==> src/core/hsr_pkg.sv <==
// Constants and types shared by the high-speed reading mode controller
package hsr_pkg;
  // ---------------------------------------------------------------
  // Register map
  // ---------------------------------------------------------------
  localparam logic [3:0] HSR_REG_CTRL = 4'h0;
  localparam logic [3:0] HSR_REG_CONFIG = 4'h1;
  localparam logic [3:0] HSR_REG_COUNT = 4'h2;
  localparam logic [3:0] HSR_REG_ARM = 4'h3;
  localparam logic [3:0] HSR_REG_STATUS = 4'h4;
  localparam logic [3:0] HSR_REG_DONE = 4'h5;
  // CTRL bits (write-one actions)
  localparam int HSR_CTRL_START = 0;
  localparam int HSR_CTRL_PRESET_FAST = 1;
  // CONFIG field positions
  localparam int HSR_CFG_FUNC_LSB = 0;
  localparam int HSR_CFG_PLC_LSB = 3;
  localparam int HSR_CFG_AUTORANGE = 8;
  localparam int HSR_CFG_DISPLAY = 9;
  localparam int HSR_CFG_MATH = 10;
  localparam int HSR_CFG_MEM_EN = 11;
  localparam int HSR_CFG_MEM_LIFO = 12;
  localparam int HSR_CFG_MFMT_LSB = 13;
  localparam int HSR_CFG_OFMT_LSB = 15;
  localparam int HSR_CFG_EOI_ALWAYS = 17;
  localparam int HSR_CFG_INBUF_EN = 18;
  // Function codes; all but HSR_FUNC_OTHER are eligible for fast mode
  localparam logic [2:0] HSR_FUNC_DCV = 3'h0;
  localparam logic [2:0] HSR_FUNC_DCI = 3'h1;
  localparam logic [2:0] HSR_FUNC_OHM2 = 3'h2;
  localparam logic [2:0] HSR_FUNC_OHM4 = 3'h3;
  localparam logic [2:0] HSR_FUNC_SAMPLED = 3'h4;
  localparam logic [2:0] HSR_FUNC_OTHER = 3'h5;
  // Formats
  localparam logic [1:0] HSR_FMT_ASCII = 2'h0;
  localparam logic [1:0] HSR_FMT_SINGLE_INT = 2'h1;
  localparam logic [1:0] HSR_FMT_DOUBLE_INT = 2'h2;
  localparam logic [1:0] HSR_FMT_REAL = 2'h3;
  // Integration time in power line cycles, fast mode below this
  localparam logic [4:0] HSR_PLC_LIMIT = 5'h0a;
  // Trigger arm event codes
  localparam logic [1:0] HSR_ARM_AUTO = 2'h0;
  localparam logic [1:0] HSR_ARM_HOLD = 2'h1;
  // Reset values
  localparam logic [18:0] HSR_CONFIG_RST = 19'h40000;
  localparam logic [15:0] HSR_COUNT_RST = 16'h0001;
  localparam int HSR_MEM_DEPTH = 16;
  localparam int HSR_MEM_AW = 4;
  typedef enum logic [1:0] {HSR_IDLE, HSR_NORMAL, HSR_FAST} hsr_state_e;
endpackage

==> src/core/hsr_mem.sv <==
// Reading memory with FIFO and LIFO full behaviour
`timescale 1ns/10ps
module hsr_mem (
  input wire logic clock_i,
  input wire logic reset_i,
  input wire logic lifo_i,
  input wire logic wr_i,
  input wire logic [31:0] wdata_i,
  input wire logic rd_i,
  output logic [31:0] rdata_o,
  output logic full_o,
  output logic [hsr_pkg::HSR_MEM_AW:0] level_o
);
  import hsr_pkg::*;
  logic [31:0] mem_r [HSR_MEM_DEPTH];
  logic [HSR_MEM_AW-1:0] wp_r;
  logic [HSR_MEM_AW-1:0] rp_r;
  logic [HSR_MEM_AW:0] cnt_r;
  logic do_wr;
  logic do_rd;
  logic drop_old;

  // ---------------------------------------------------------------
  // Access qualification
  // ---------------------------------------------------------------
  assign full_o = (cnt_r == HSR_MEM_DEPTH[HSR_MEM_AW:0]);
  assign do_rd = rd_i && (cnt_r != '0);
  assign drop_old = wr_i && full_o && lifo_i && !do_rd;
  assign do_wr = wr_i && (!full_o || lifo_i || do_rd);
  assign level_o = cnt_r;

  // Storage
  always_ff @(posedge clock_i) begin
    if (do_wr) begin
      mem_r[wp_r] <= wdata_i;
    end
  end

  // Pointers and fill count; a full LIFO write pushes out the oldest
  always_ff @(posedge clock_i) begin
    if (reset_i) begin
      wp_r <= '0;
      rp_r <= '0;
      cnt_r <= '0;
    end else begin
      if (do_wr) begin
        wp_r <= wp_r + 1'b1;
      end
      if (do_rd || drop_old) begin
        rp_r <= rp_r + 1'b1;
      end
      if (do_wr && !do_rd && !drop_old) begin
        cnt_r <= cnt_r + 1'b1;
      end else if (do_rd && !do_wr) begin
        cnt_r <= cnt_r - 1'b1;
      end
    end
  end

  // Read data registered
  always_ff @(posedge clock_i) begin
    if (reset_i) begin
      rdata_o <= '0;
    end else if (do_rd) begin
      rdata_o <= mem_r[rp_r];
    end
  end

  chk_lifo_no_grow: assert property (@(posedge clock_i) disable iff (reset_i)
    drop_old |=> cnt_r == HSR_MEM_DEPTH[HSR_MEM_AW:0])
    else $error("lifo full write changed level");
endmodule

==> src/core/hsr_ctrl.sv <==
// High-speed reading mode controller top
`timescale 1ns/10ps
module hsr_ctrl (
  input wire logic clock_i,
  input wire logic reset_i,
  input wire logic [3:0] reg_addr_i,
  input wire logic [31:0] reg_wdata_i,
  input wire logic reg_wr_i,
  input wire logic reg_rd_i,
  output logic [31:0] reg_rdata_o,
  input wire logic rdg_valid_i,
  input wire logic [31:0] rdg_data_i,
  output logic rdg_ready_o,
  output logic meas_run_o,
  input wire logic bus_cmd_valid_i,
  output logic bus_cmd_accept_o,
  input wire logic dev_clear_i,
  output logic [31:0] out_data_o,
  output logic out_full_o,
  output logic out_eoi_o,
  input wire logic out_take_i,
  input wire logic mem_read_i,
  output logic [31:0] mem_data_o,
  output logic fast_mode_o,
  output logic inbuf_enable_o,
  output logic eoi_always_o
);
  import hsr_pkg::*;
  hsr_state_e state_r;
  logic [18:0] config_r;
  logic [15:0] count_r;
  logic [15:0] done_r;
  logic [1:0] arm_r;
  logic [2:0] func;
  logic [4:0] power_line_cycle;
  logic mem_en;
  logic [1:0] mfmt;
  logic [1:0] ofmt;
  logic func_ok;
  logic fmt_ok;
  logic fast_ok;
  logic start_req;
  logic preset_req;
  logic in_run;
  logic fast;
  logic mem_full;
  logic [HSR_MEM_AW:0] mem_level;
  logic take_rdg;
  logic last_rdg;
  logic fifo_stop;
  logic out_free;
  logic arm_wr;

  // ---------------------------------------------------------------
  // Configuration decode
  // ---------------------------------------------------------------
  assign func = config_r[HSR_CFG_FUNC_LSB +: 3];
  assign power_line_cycle = config_r[HSR_CFG_PLC_LSB +: 5];
  assign mem_en = config_r[HSR_CFG_MEM_EN];
  assign mfmt = config_r[HSR_CFG_MFMT_LSB +: 2];
  assign ofmt = config_r[HSR_CFG_OFMT_LSB +: 2];
  assign func_ok = (func == HSR_FUNC_DCV) || (func == HSR_FUNC_DCI) ||
                   (func == HSR_FUNC_OHM2) || (func == HSR_FUNC_OHM4) ||
                   (func == HSR_FUNC_SAMPLED);
  // Integer format needed on memory when enabled, else on the bus
  assign fmt_ok = mem_en ?
    (mfmt == HSR_FMT_SINGLE_INT || mfmt == HSR_FMT_DOUBLE_INT) :
    (ofmt == HSR_FMT_SINGLE_INT || ofmt == HSR_FMT_DOUBLE_INT);
  assign fast_ok = func_ok && (power_line_cycle < HSR_PLC_LIMIT) && !config_r[HSR_CFG_AUTORANGE] &&
                   !config_r[HSR_CFG_DISPLAY] && !config_r[HSR_CFG_MATH] &&
                   fmt_ok;

  // ---------------------------------------------------------------
  // Bus access; commands are locked out while fast readings run
  // ---------------------------------------------------------------
  assign fast = (state_r == HSR_FAST);
  assign in_run = (state_r != HSR_IDLE);
  assign bus_cmd_accept_o = bus_cmd_valid_i && !fast;
  assign start_req = reg_wr_i && !fast && (reg_addr_i == HSR_REG_CTRL) &&
                     reg_wdata_i[HSR_CTRL_START] && (arm_r != HSR_ARM_HOLD);
  assign preset_req = reg_wr_i && !fast && (reg_addr_i == HSR_REG_CTRL) &&
                      reg_wdata_i[HSR_CTRL_PRESET_FAST];
  assign arm_wr = reg_wr_i && !fast && (reg_addr_i == HSR_REG_ARM);

  // Configuration register; fast preset clears the slow features
  always_ff @(posedge clock_i) begin
    if (reset_i) begin
      config_r <= HSR_CONFIG_RST;
    end else if (reg_wr_i && !fast && reg_addr_i == HSR_REG_CONFIG) begin
      config_r <= reg_wdata_i[18:0];
    end else if (preset_req) begin
      config_r[HSR_CFG_AUTORANGE] <= 1'b0;
      config_r[HSR_CFG_DISPLAY] <= 1'b0;
      config_r[HSR_CFG_MATH] <= 1'b0;
      config_r[HSR_CFG_MFMT_LSB +: 2] <= HSR_FMT_DOUBLE_INT;
      config_r[HSR_CFG_OFMT_LSB +: 2] <= HSR_FMT_DOUBLE_INT;
    end
  end

  // Requested reading count
  always_ff @(posedge clock_i) begin
    if (reset_i) begin
      count_r <= HSR_COUNT_RST;
    end else if (reg_wr_i && !fast && reg_addr_i == HSR_REG_COUNT) begin
      count_r <= reg_wdata_i[15:0];
    end
  end

  // Trigger arm event; full FIFO memory in fast mode forces hold, host rewrites it
  always_ff @(posedge clock_i) begin
    if (reset_i) begin
      arm_r <= HSR_ARM_AUTO;
    end else if (fifo_stop) begin
      arm_r <= HSR_ARM_HOLD;
    end else if (arm_wr) begin
      arm_r <= reg_wdata_i[1:0];
    end
  end

  // ---------------------------------------------------------------
  // Reading sequence
  // ---------------------------------------------------------------
  assign out_free = !out_full_o || out_take_i;
  // Fast bus-only path waits for the host; a full FIFO memory stops intake in fast mode
  assign rdg_ready_o = in_run &&
                       !(fast && mem_en && !config_r[HSR_CFG_MEM_LIFO] && mem_full) &&
                       (!(fast && !mem_en) || out_free);
  assign take_rdg = rdg_valid_i && rdg_ready_o;
  assign last_rdg = take_rdg && (done_r + 16'h0001 >= count_r);
  assign fifo_stop = fast && mem_en && !config_r[HSR_CFG_MEM_LIFO] &&
                     mem_full && rdg_valid_i;
  assign meas_run_o = in_run;

  // Mode state
  always_ff @(posedge clock_i) begin
    if (reset_i) begin
      state_r <= HSR_IDLE;
    end else if (dev_clear_i) begin
      state_r <= HSR_IDLE;
    end else begin
      unique case (state_r)
        HSR_IDLE: begin
          if (start_req) begin
            state_r <= fast_ok ? HSR_FAST : HSR_NORMAL;
          end
        end
        HSR_NORMAL: begin
          if (last_rdg) begin
            state_r <= HSR_IDLE;
          end
        end
        HSR_FAST: begin
          if (last_rdg || fifo_stop) begin
            state_r <= HSR_IDLE;
          end
        end
      endcase
    end
  end

  // Readings delivered so far
  always_ff @(posedge clock_i) begin
    if (reset_i || start_req) begin
      done_r <= '0;
    end else if (take_rdg) begin
      done_r <= done_r + 16'h0001;
    end
  end

  // ---------------------------------------------------------------
  // Output buffer toward the host
  // ---------------------------------------------------------------
  always_ff @(posedge clock_i) begin
    if (reset_i || dev_clear_i) begin
      out_full_o <= 1'b0;
      out_data_o <= '0;
      out_eoi_o <= 1'b0;
    end else if (take_rdg && !mem_en) begin
      out_full_o <= 1'b1;
      out_data_o <= rdg_data_i;
      // End of transfer only while fast, else per user setting
      out_eoi_o <= (fast && config_r[HSR_CFG_EOI_ALWAYS]) ? last_rdg :
                   (config_r[HSR_CFG_EOI_ALWAYS] || last_rdg);
    end else if (out_take_i) begin
      out_full_o <= 1'b0;
    end
  end

  // Effective settings, user choice back once fast readings end
  assign inbuf_enable_o = config_r[HSR_CFG_INBUF_EN] && !fast;
  assign eoi_always_o = config_r[HSR_CFG_EOI_ALWAYS] && !fast;
  assign fast_mode_o = fast;

  // ---------------------------------------------------------------
  // Reading memory
  // ---------------------------------------------------------------
  hsr_mem u_mem (
    .clock_i(clock_i),
    .reset_i(reset_i),
    .lifo_i(config_r[HSR_CFG_MEM_LIFO]),
    .wr_i(take_rdg && mem_en),
    .wdata_i(rdg_data_i),
    .rd_i(mem_read_i && !fast),
    .rdata_o(mem_data_o),
    .full_o(mem_full),
    .level_o(mem_level)
  );

  // Register read port
  always_ff @(posedge clock_i) begin
    if (reset_i) begin
      reg_rdata_o <= '0;
    end else if (reg_rd_i) begin
      unique case (reg_addr_i)
        HSR_REG_CONFIG: reg_rdata_o <= {13'h0000, config_r};
        HSR_REG_COUNT: reg_rdata_o <= {16'h0000, count_r};
        HSR_REG_ARM: reg_rdata_o <= {30'h00000000, arm_r};
        HSR_REG_STATUS: reg_rdata_o <= {22'h000000, mem_level, mem_full,
                                        state_r, out_full_o, fast};
        HSR_REG_DONE: reg_rdata_o <= {16'h0000, done_r};
        default: reg_rdata_o <= '0;
      endcase
    end
  end

  // ---------------------------------------------------------------
  // Checks
  // ---------------------------------------------------------------
  chk_cmd_locked: assert property (@(posedge clock_i) disable iff (reset_i)
    fast |-> !bus_cmd_accept_o)
    else $error("command accepted in fast mode");
  chk_hold_back: assert property (@(posedge clock_i) disable iff (reset_i)
    (fast && !mem_en && out_full_o && !out_take_i) |-> !rdg_ready_o)
    else $error("reading overwrote unread fast output");
  chk_normal_over: assert property (@(posedge clock_i) disable iff (reset_i)
    (state_r == HSR_NORMAL && !mem_en && rdg_valid_i) |-> rdg_ready_o)
    else $error("normal mode stalled reading");
  chk_fifo_hold: assert property (@(posedge clock_i) disable iff (reset_i)
    fifo_stop && !dev_clear_i |=> arm_r == HSR_ARM_HOLD && state_r == HSR_IDLE)
    else $error("fifo full did not stop");
  chk_clear_exit: assert property (@(posedge clock_i) disable iff (reset_i)
    dev_clear_i |=> !fast_mode_o && !out_full_o)
    else $error("device clear did not exit");
  chk_last_exit: assert property (@(posedge clock_i) disable iff (reset_i)
    (fast && last_rdg) |=> state_r == HSR_IDLE)
    else $error("fast mode outlived count");
  chk_inbuf_off: assert property (@(posedge clock_i) disable iff (reset_i)
    fast |-> !inbuf_enable_o && !eoi_always_o)
    else $error("input buffer open in fast mode");
  chk_restore: assert property (@(posedge clock_i) disable iff (reset_i)
    $fell(fast) |-> inbuf_enable_o == config_r[HSR_CFG_INBUF_EN])
    else $error("settings not restored");
  chk_entry: assert property (@(posedge clock_i) disable iff (reset_i)
    (state_r == HSR_IDLE && start_req && fast_ok && !dev_clear_i) |=> fast)
    else $error("fast mode not entered");

  // Entry, exit and resume
  chk_entry_slow: assert property (@(posedge clock_i) disable iff (reset_i)
    (state_r == HSR_IDLE && start_req && !fast_ok && !dev_clear_i) |=> state_r == HSR_NORMAL)
    else $error("slow start did not run normal");
  chk_normal_exit: assert property (@(posedge clock_i) disable iff (reset_i)
    (state_r == HSR_NORMAL && last_rdg && !dev_clear_i) |=> state_r == HSR_IDLE)
    else $error("normal run outlived count");
  chk_start_blocked: assert property (@(posedge clock_i) disable iff (reset_i)
    (state_r == HSR_IDLE && arm_r == HSR_ARM_HOLD) |=> state_r == HSR_IDLE)
    else $error("started while arm held");
  chk_done_count: assert property (@(posedge clock_i) disable iff (reset_i)
    (take_rdg && !start_req) |=> done_r == $past(done_r) + 16'h0001)
    else $error("delivered count wrong");

  // Lockout of settings while fast readings run
  chk_cfg_frozen: assert property (@(posedge clock_i) disable iff (reset_i)
    fast |=> $stable(config_r))
    else $error("configuration changed in fast mode");
  chk_count_frozen: assert property (@(posedge clock_i) disable iff (reset_i)
    fast |=> $stable(count_r))
    else $error("count changed in fast mode");
  chk_preset_clear: assert property (@(posedge clock_i) disable iff (reset_i)
    preset_req |=> !config_r[HSR_CFG_AUTORANGE] && !config_r[HSR_CFG_DISPLAY] &&
    !config_r[HSR_CFG_MATH])
    else $error("fast preset left slow feature on");

  // Output buffer
  chk_out_load: assert property (@(posedge clock_i) disable iff (reset_i)
    (take_rdg && !mem_en && !dev_clear_i) |=> out_full_o && out_data_o == $past(rdg_data_i))
    else $error("reading not placed in output");
  chk_out_hold: assert property (@(posedge clock_i) disable iff (reset_i)
    (out_full_o && !out_take_i && !take_rdg && !dev_clear_i) |=> out_full_o)
    else $error("unread output dropped");
  chk_eoi_end_only: assert property (@(posedge clock_i) disable iff (reset_i)
    (fast && take_rdg && !mem_en && !last_rdg && !dev_clear_i) |=> !out_eoi_o)
    else $error("eoi before end of fast transfer");
  chk_eoi_last: assert property (@(posedge clock_i) disable iff (reset_i)
    (take_rdg && !mem_en && last_rdg && !dev_clear_i) |=> out_eoi_o)
    else $error("no eoi on last reading");

  // Reading memory intake
  chk_fifo_no_take: assert property (@(posedge clock_i) disable iff (reset_i)
    (fast && mem_en && !config_r[HSR_CFG_MEM_LIFO] && mem_full) |-> !rdg_ready_o)
    else $error("full fifo took a reading");
  chk_lifo_flow: assert property (@(posedge clock_i) disable iff (reset_i)
    (fast && mem_en && config_r[HSR_CFG_MEM_LIFO] && rdg_valid_i) |-> rdg_ready_o)
    else $error("lifo memory stalled reading");
endmodule

==> config.mk <==
export PLATFORM = sky130hd
export DESIGN_NAME = hsr_ctrl
export DESIGN_NICKNAME = d
export VERILOG_FILES = /design/src/core/hsr_pkg.sv /design/src/core/hsr_mem.sv /design/src/core/hsr_ctrl.sv
export SDC_FILE = /design/constraint.sdc
export NUM_CORES = 1
export LEC_CHECK = 0
export ABC_AREA = 1
export BUFFER_PORTS_ARGS = -buffer_cell sky130_fd_sc_hd__buf_2
export CAP_MARGIN = 25
export CORE_MARGIN = 2
export CORE_UTILIZATION = 23
export DETAILED_ROUTE_END_ITERATION = 12
export PLACE_DENSITY = 0.35
export REMOVE_ABC_BUFFERS = 1
export SYNTH_ARGS = -nofsm -noshare
export SYNTH_HDL_FRONTEND = slang
export SYNTH_SLANG_ARGS = --single-unit
export TNS_END_PERCENT = 10
==> constraint.sdc <==
create_clock -name clock_i -period 10.15 [get_ports clock_i]
set_clock_uncertainty 0.05 [all_clocks]
set_input_delay 1.015 -clock clock_i [delete_from_list [all_inputs] [get_ports clock_i]]
set_output_delay 1.015 -clock clock_i [all_outputs]
set_load 0.005 [all_outputs]
==> qor.csv <==
stage,metric,value,unit
global_route,grt_pass1_wl,129000,um
sta,tns,0,ns
floorplanning,initial_core_util,23.2,%
global_route,grt_pass1_vias,18666,
critical_path,r2r_start,state_r[0],
critical_path,cp_max_fo,17,
sta,min_period,3.81,ns
logic_synthesis,synth_top_area_cell,edfxtp_1,
run,drv_cap,0,
logic_synthesis,yosysUniqueCellTypes,41,
drt,drtIter0Drc,1239,
critical_path,cp-startpoint,state_r[0],
power,p_leak,10.9,nW
drt,totalWireLength,87500,um
drt,vias,18489,
critical_path,reg2reg_slack,6.34,ns
clocking,clock-sinks,665,
final_layout,mostFrequentLayoutCell,edfxtp_1,
drt,antenna_left,0,
final_layout,nFillCells,12108,
global_route,grt_max_degree,189,
drt,drt_first_pass_iters,6,
critical_path,endpoint,u_mem.mem_r[11][17],
clocking,path_clk_slew,0.06,ns
sta,slew_violations,0,
floorplanning,rows,125,
drt,vias_per_cell,4.47,
final_layout,final_cell_mix,"512 x edfxtp_1, 500 x nor2_1, 301 x o21ai_0",
floorplanning,dieWidth,347,um
final_layout,finish.net_count,2645,
hold_path,hp-class,flop to flop,
placed_design,hpwl,46300,um
drt,drc,0,
critical_path,crit-reg2reg-capture,u_mem.mem_r[11][17],
logic_synthesis,yosys-top-cells-area,"edfxtp_1 57%, dfxtp_1 11%, nor2_1 7.2%",
logic_synthesis,synth-seq-cells,665,
global_route,grt_usage,14.4,%
clocking,post_cts_buffers,0,
clocking,post_cts_resized,0,
global_route,antenna_found_initial,7,
drt,wl_per_cell,21.2,um
global_route,grt-ovfl-total,0,
clocking,cts_hold_buf,0,
critical_path,crit_type,flop to flop,
sta,period_share,37.6,%
placed_design,place.gp.congestion,0.796,
critical_path,max_stage_delay,0.80,ns
logic_synthesis,synth_area_per_cell,11.2,um^2
logic_synthesis,yosysSeqAreaShare,68.2,%
final_layout,layout-drive-gt1-share,13.0,%
floorplanning,die_area,120000,um^2
sta,final_hold_viol_count,0,
critical_path,reg2reg_depth,10,
final_layout,seq_area,18400,um^2
clocking,clock_path_buffers,3,
logic_synthesis,yosysWarnings,0,
clocking,insertion_delay,0.65,ns
sta,setup_viol,0,
hold_path,hold_depth,2,
floorplanning,ioPinCount,181,
final_layout,multiInputGateArea,7550,um^2
clocking,root_buffer,clkbuf_16,
power,power_density,225,nW/um^2
power,ir_drop,0.123,mV
logic_synthesis,synthCells,2417,
run_status,status,completed,
placed_design,port_buffers,154,
logic_synthesis,syn_area,27000,um^2
critical_path,required,10.40,ns
clocking,tritoncts,done,
sta,worst_pin_slew,1.03,ns
clocking,htree_levels,3,
logic_synthesis,synth_top_area_share,56.9,%
sta,timing.fmax,262,MHz
sta,rsz0062_at_grt,false,
final_layout,synthToLayoutAreaGrowth,18.5,%
critical_path,cp-end-kind,flop,
critical_path,cp_cell_sequence,inv_1 -> ha_1 -> nand2_1 -> nor2_1 -> nor2_4 -> nand4_2 -> nor2_4 -> nand2_1 -> nor2_4 -> buf_4,
floorplanning,design.core.area,116000,um^2
clocking,cts_buffers,83,
critical_path,cp.arrival,4.07,ns
power,p_total,7.19,mW
floorplanning,dieHeight,347,um
critical_path,cpMostUsedCell,nor2_4,
sta,slew_headroom,31.1,%
critical_path,setup.worst_path.start_class,flop,
critical_path,cp_slowest_cell,nor2_4,
## critical path, delay by kind of cell (launching register included)
family,cells,cell delay [ns]
flip-flops,1,0.38
adder cells (fa/ha/maj),1,0.41
AND/OR/NAND/NOR,7,2.01
buffers and inverters,2,0.59
## cell families (layout without fill, tap and decap cells)
group / after synthesis / after routing / synth area share (%)
muxes: 1 / 1 / 0.0370
adders and majority gates: 29 / 29 / 1.37
and+or+nand+nor: 789 / 789 / 11.9
DFF: 665 / 665 / 68.2
AOI/OAI and AO/OA: 625 / 625 / 13.3
buffers and inverters: 288 / 468 / 4.44
other: 1 / 14 / 0.0139
xor gates and xnor gates: 19 / 19 / 0.616
## how the worst min path moves through the flow
| stage | start | to |
|---|---|---|
| detailed placement | out_data_o[12] | out_data_o[12] |
| CTS | out_data_o[12] | out_data_o[12] |
| floorplan | config_r[10] | config_r[10] |
| global placement | out_data_o[28] | out_data_o[28] |
| finish | out_data_o[12] | out_data_o[12] |
| global route | out_data_o[28] | out_data_o[28] |
## through the flow
stage	cell area (um^2)	utilization, %	setup WS [ns]	hold slack [ns]	instances
after global placement	29400	25.3	6.02	0.400	3977
after global routing	32000	27.5	5.99	0.432	4133
final	32000	27.5	6.34	0.412	4134
after detailed placement	29400	25.3	6.00	0.405	3978
after floorplan	26300	-	1.93	0.385	2269
after CTS	32000	27.5	6.21	0.414	4133
## synth_stat cells, drive strengths merged
cell type and n:
nand3 118, and3 1, a31oi 2, xnor2 1
nor2 525, nor4 2, a21o 1, buf 82
o21ai 346, clkinv 1, clkbuf 78, nor3 10
nand2 128, conb 1, mux2i 1, o211ai 160
nand4 5, dfxtp 153, a21oi 88, inv 127
edfxtp 512, o21a 1, a211oi 9, a221oi 4
fa 1, o21bai 2, o2111ai 1, xor2 18
o221ai 4, o22ai 7, ha 28
## state kept, by name, indices dropped and copies added, names as in the netlist, 4 cells and up
register and count:
u_mem.rp_r 4, u_mem.level_o 5, count_r 16, config_r 19, reg_rdata_o 19, u_mem.wp_r 4
u_mem.rdata_o 32, u_mem.mem_r 512, done_r 16, out_data_o 32
## layout make-up
type	instances	share of cell area (%)
Tap cell	1524	5.96
Antenna cell	1	0.00782
Multi-Input combinational cell	1476	23.6
Clock buffer	128	7.27
Inverter	128	1.55
Sequential cell	665	57.6
Timing Repair Buffer	185	3.24
Clock inverter	27	0.747
## where the power goes
| group | leakage (nW) | switching, mW | internal (mW) |
|---|---|---|---|
| Sequential | 5.85 | 0.131 | 3.00 |
| Clock | 1.23 | 1.18 | 1.61 |
| Combinational | 3.85 | 0.852 | 0.414 |
| Total | 10.9 | 2.17 | 5.03 |
## layer usage
metal,vias to the layer above,part of all wire (%),track usage (%)
met5,-,0.041,0
met4,6,1.7,3.55
met3,109,4.0,2.52
met2,376,47,23.8
met1,9171,47,19.7
li1,8827,-,-
Power figures use the tool's default switching activity.
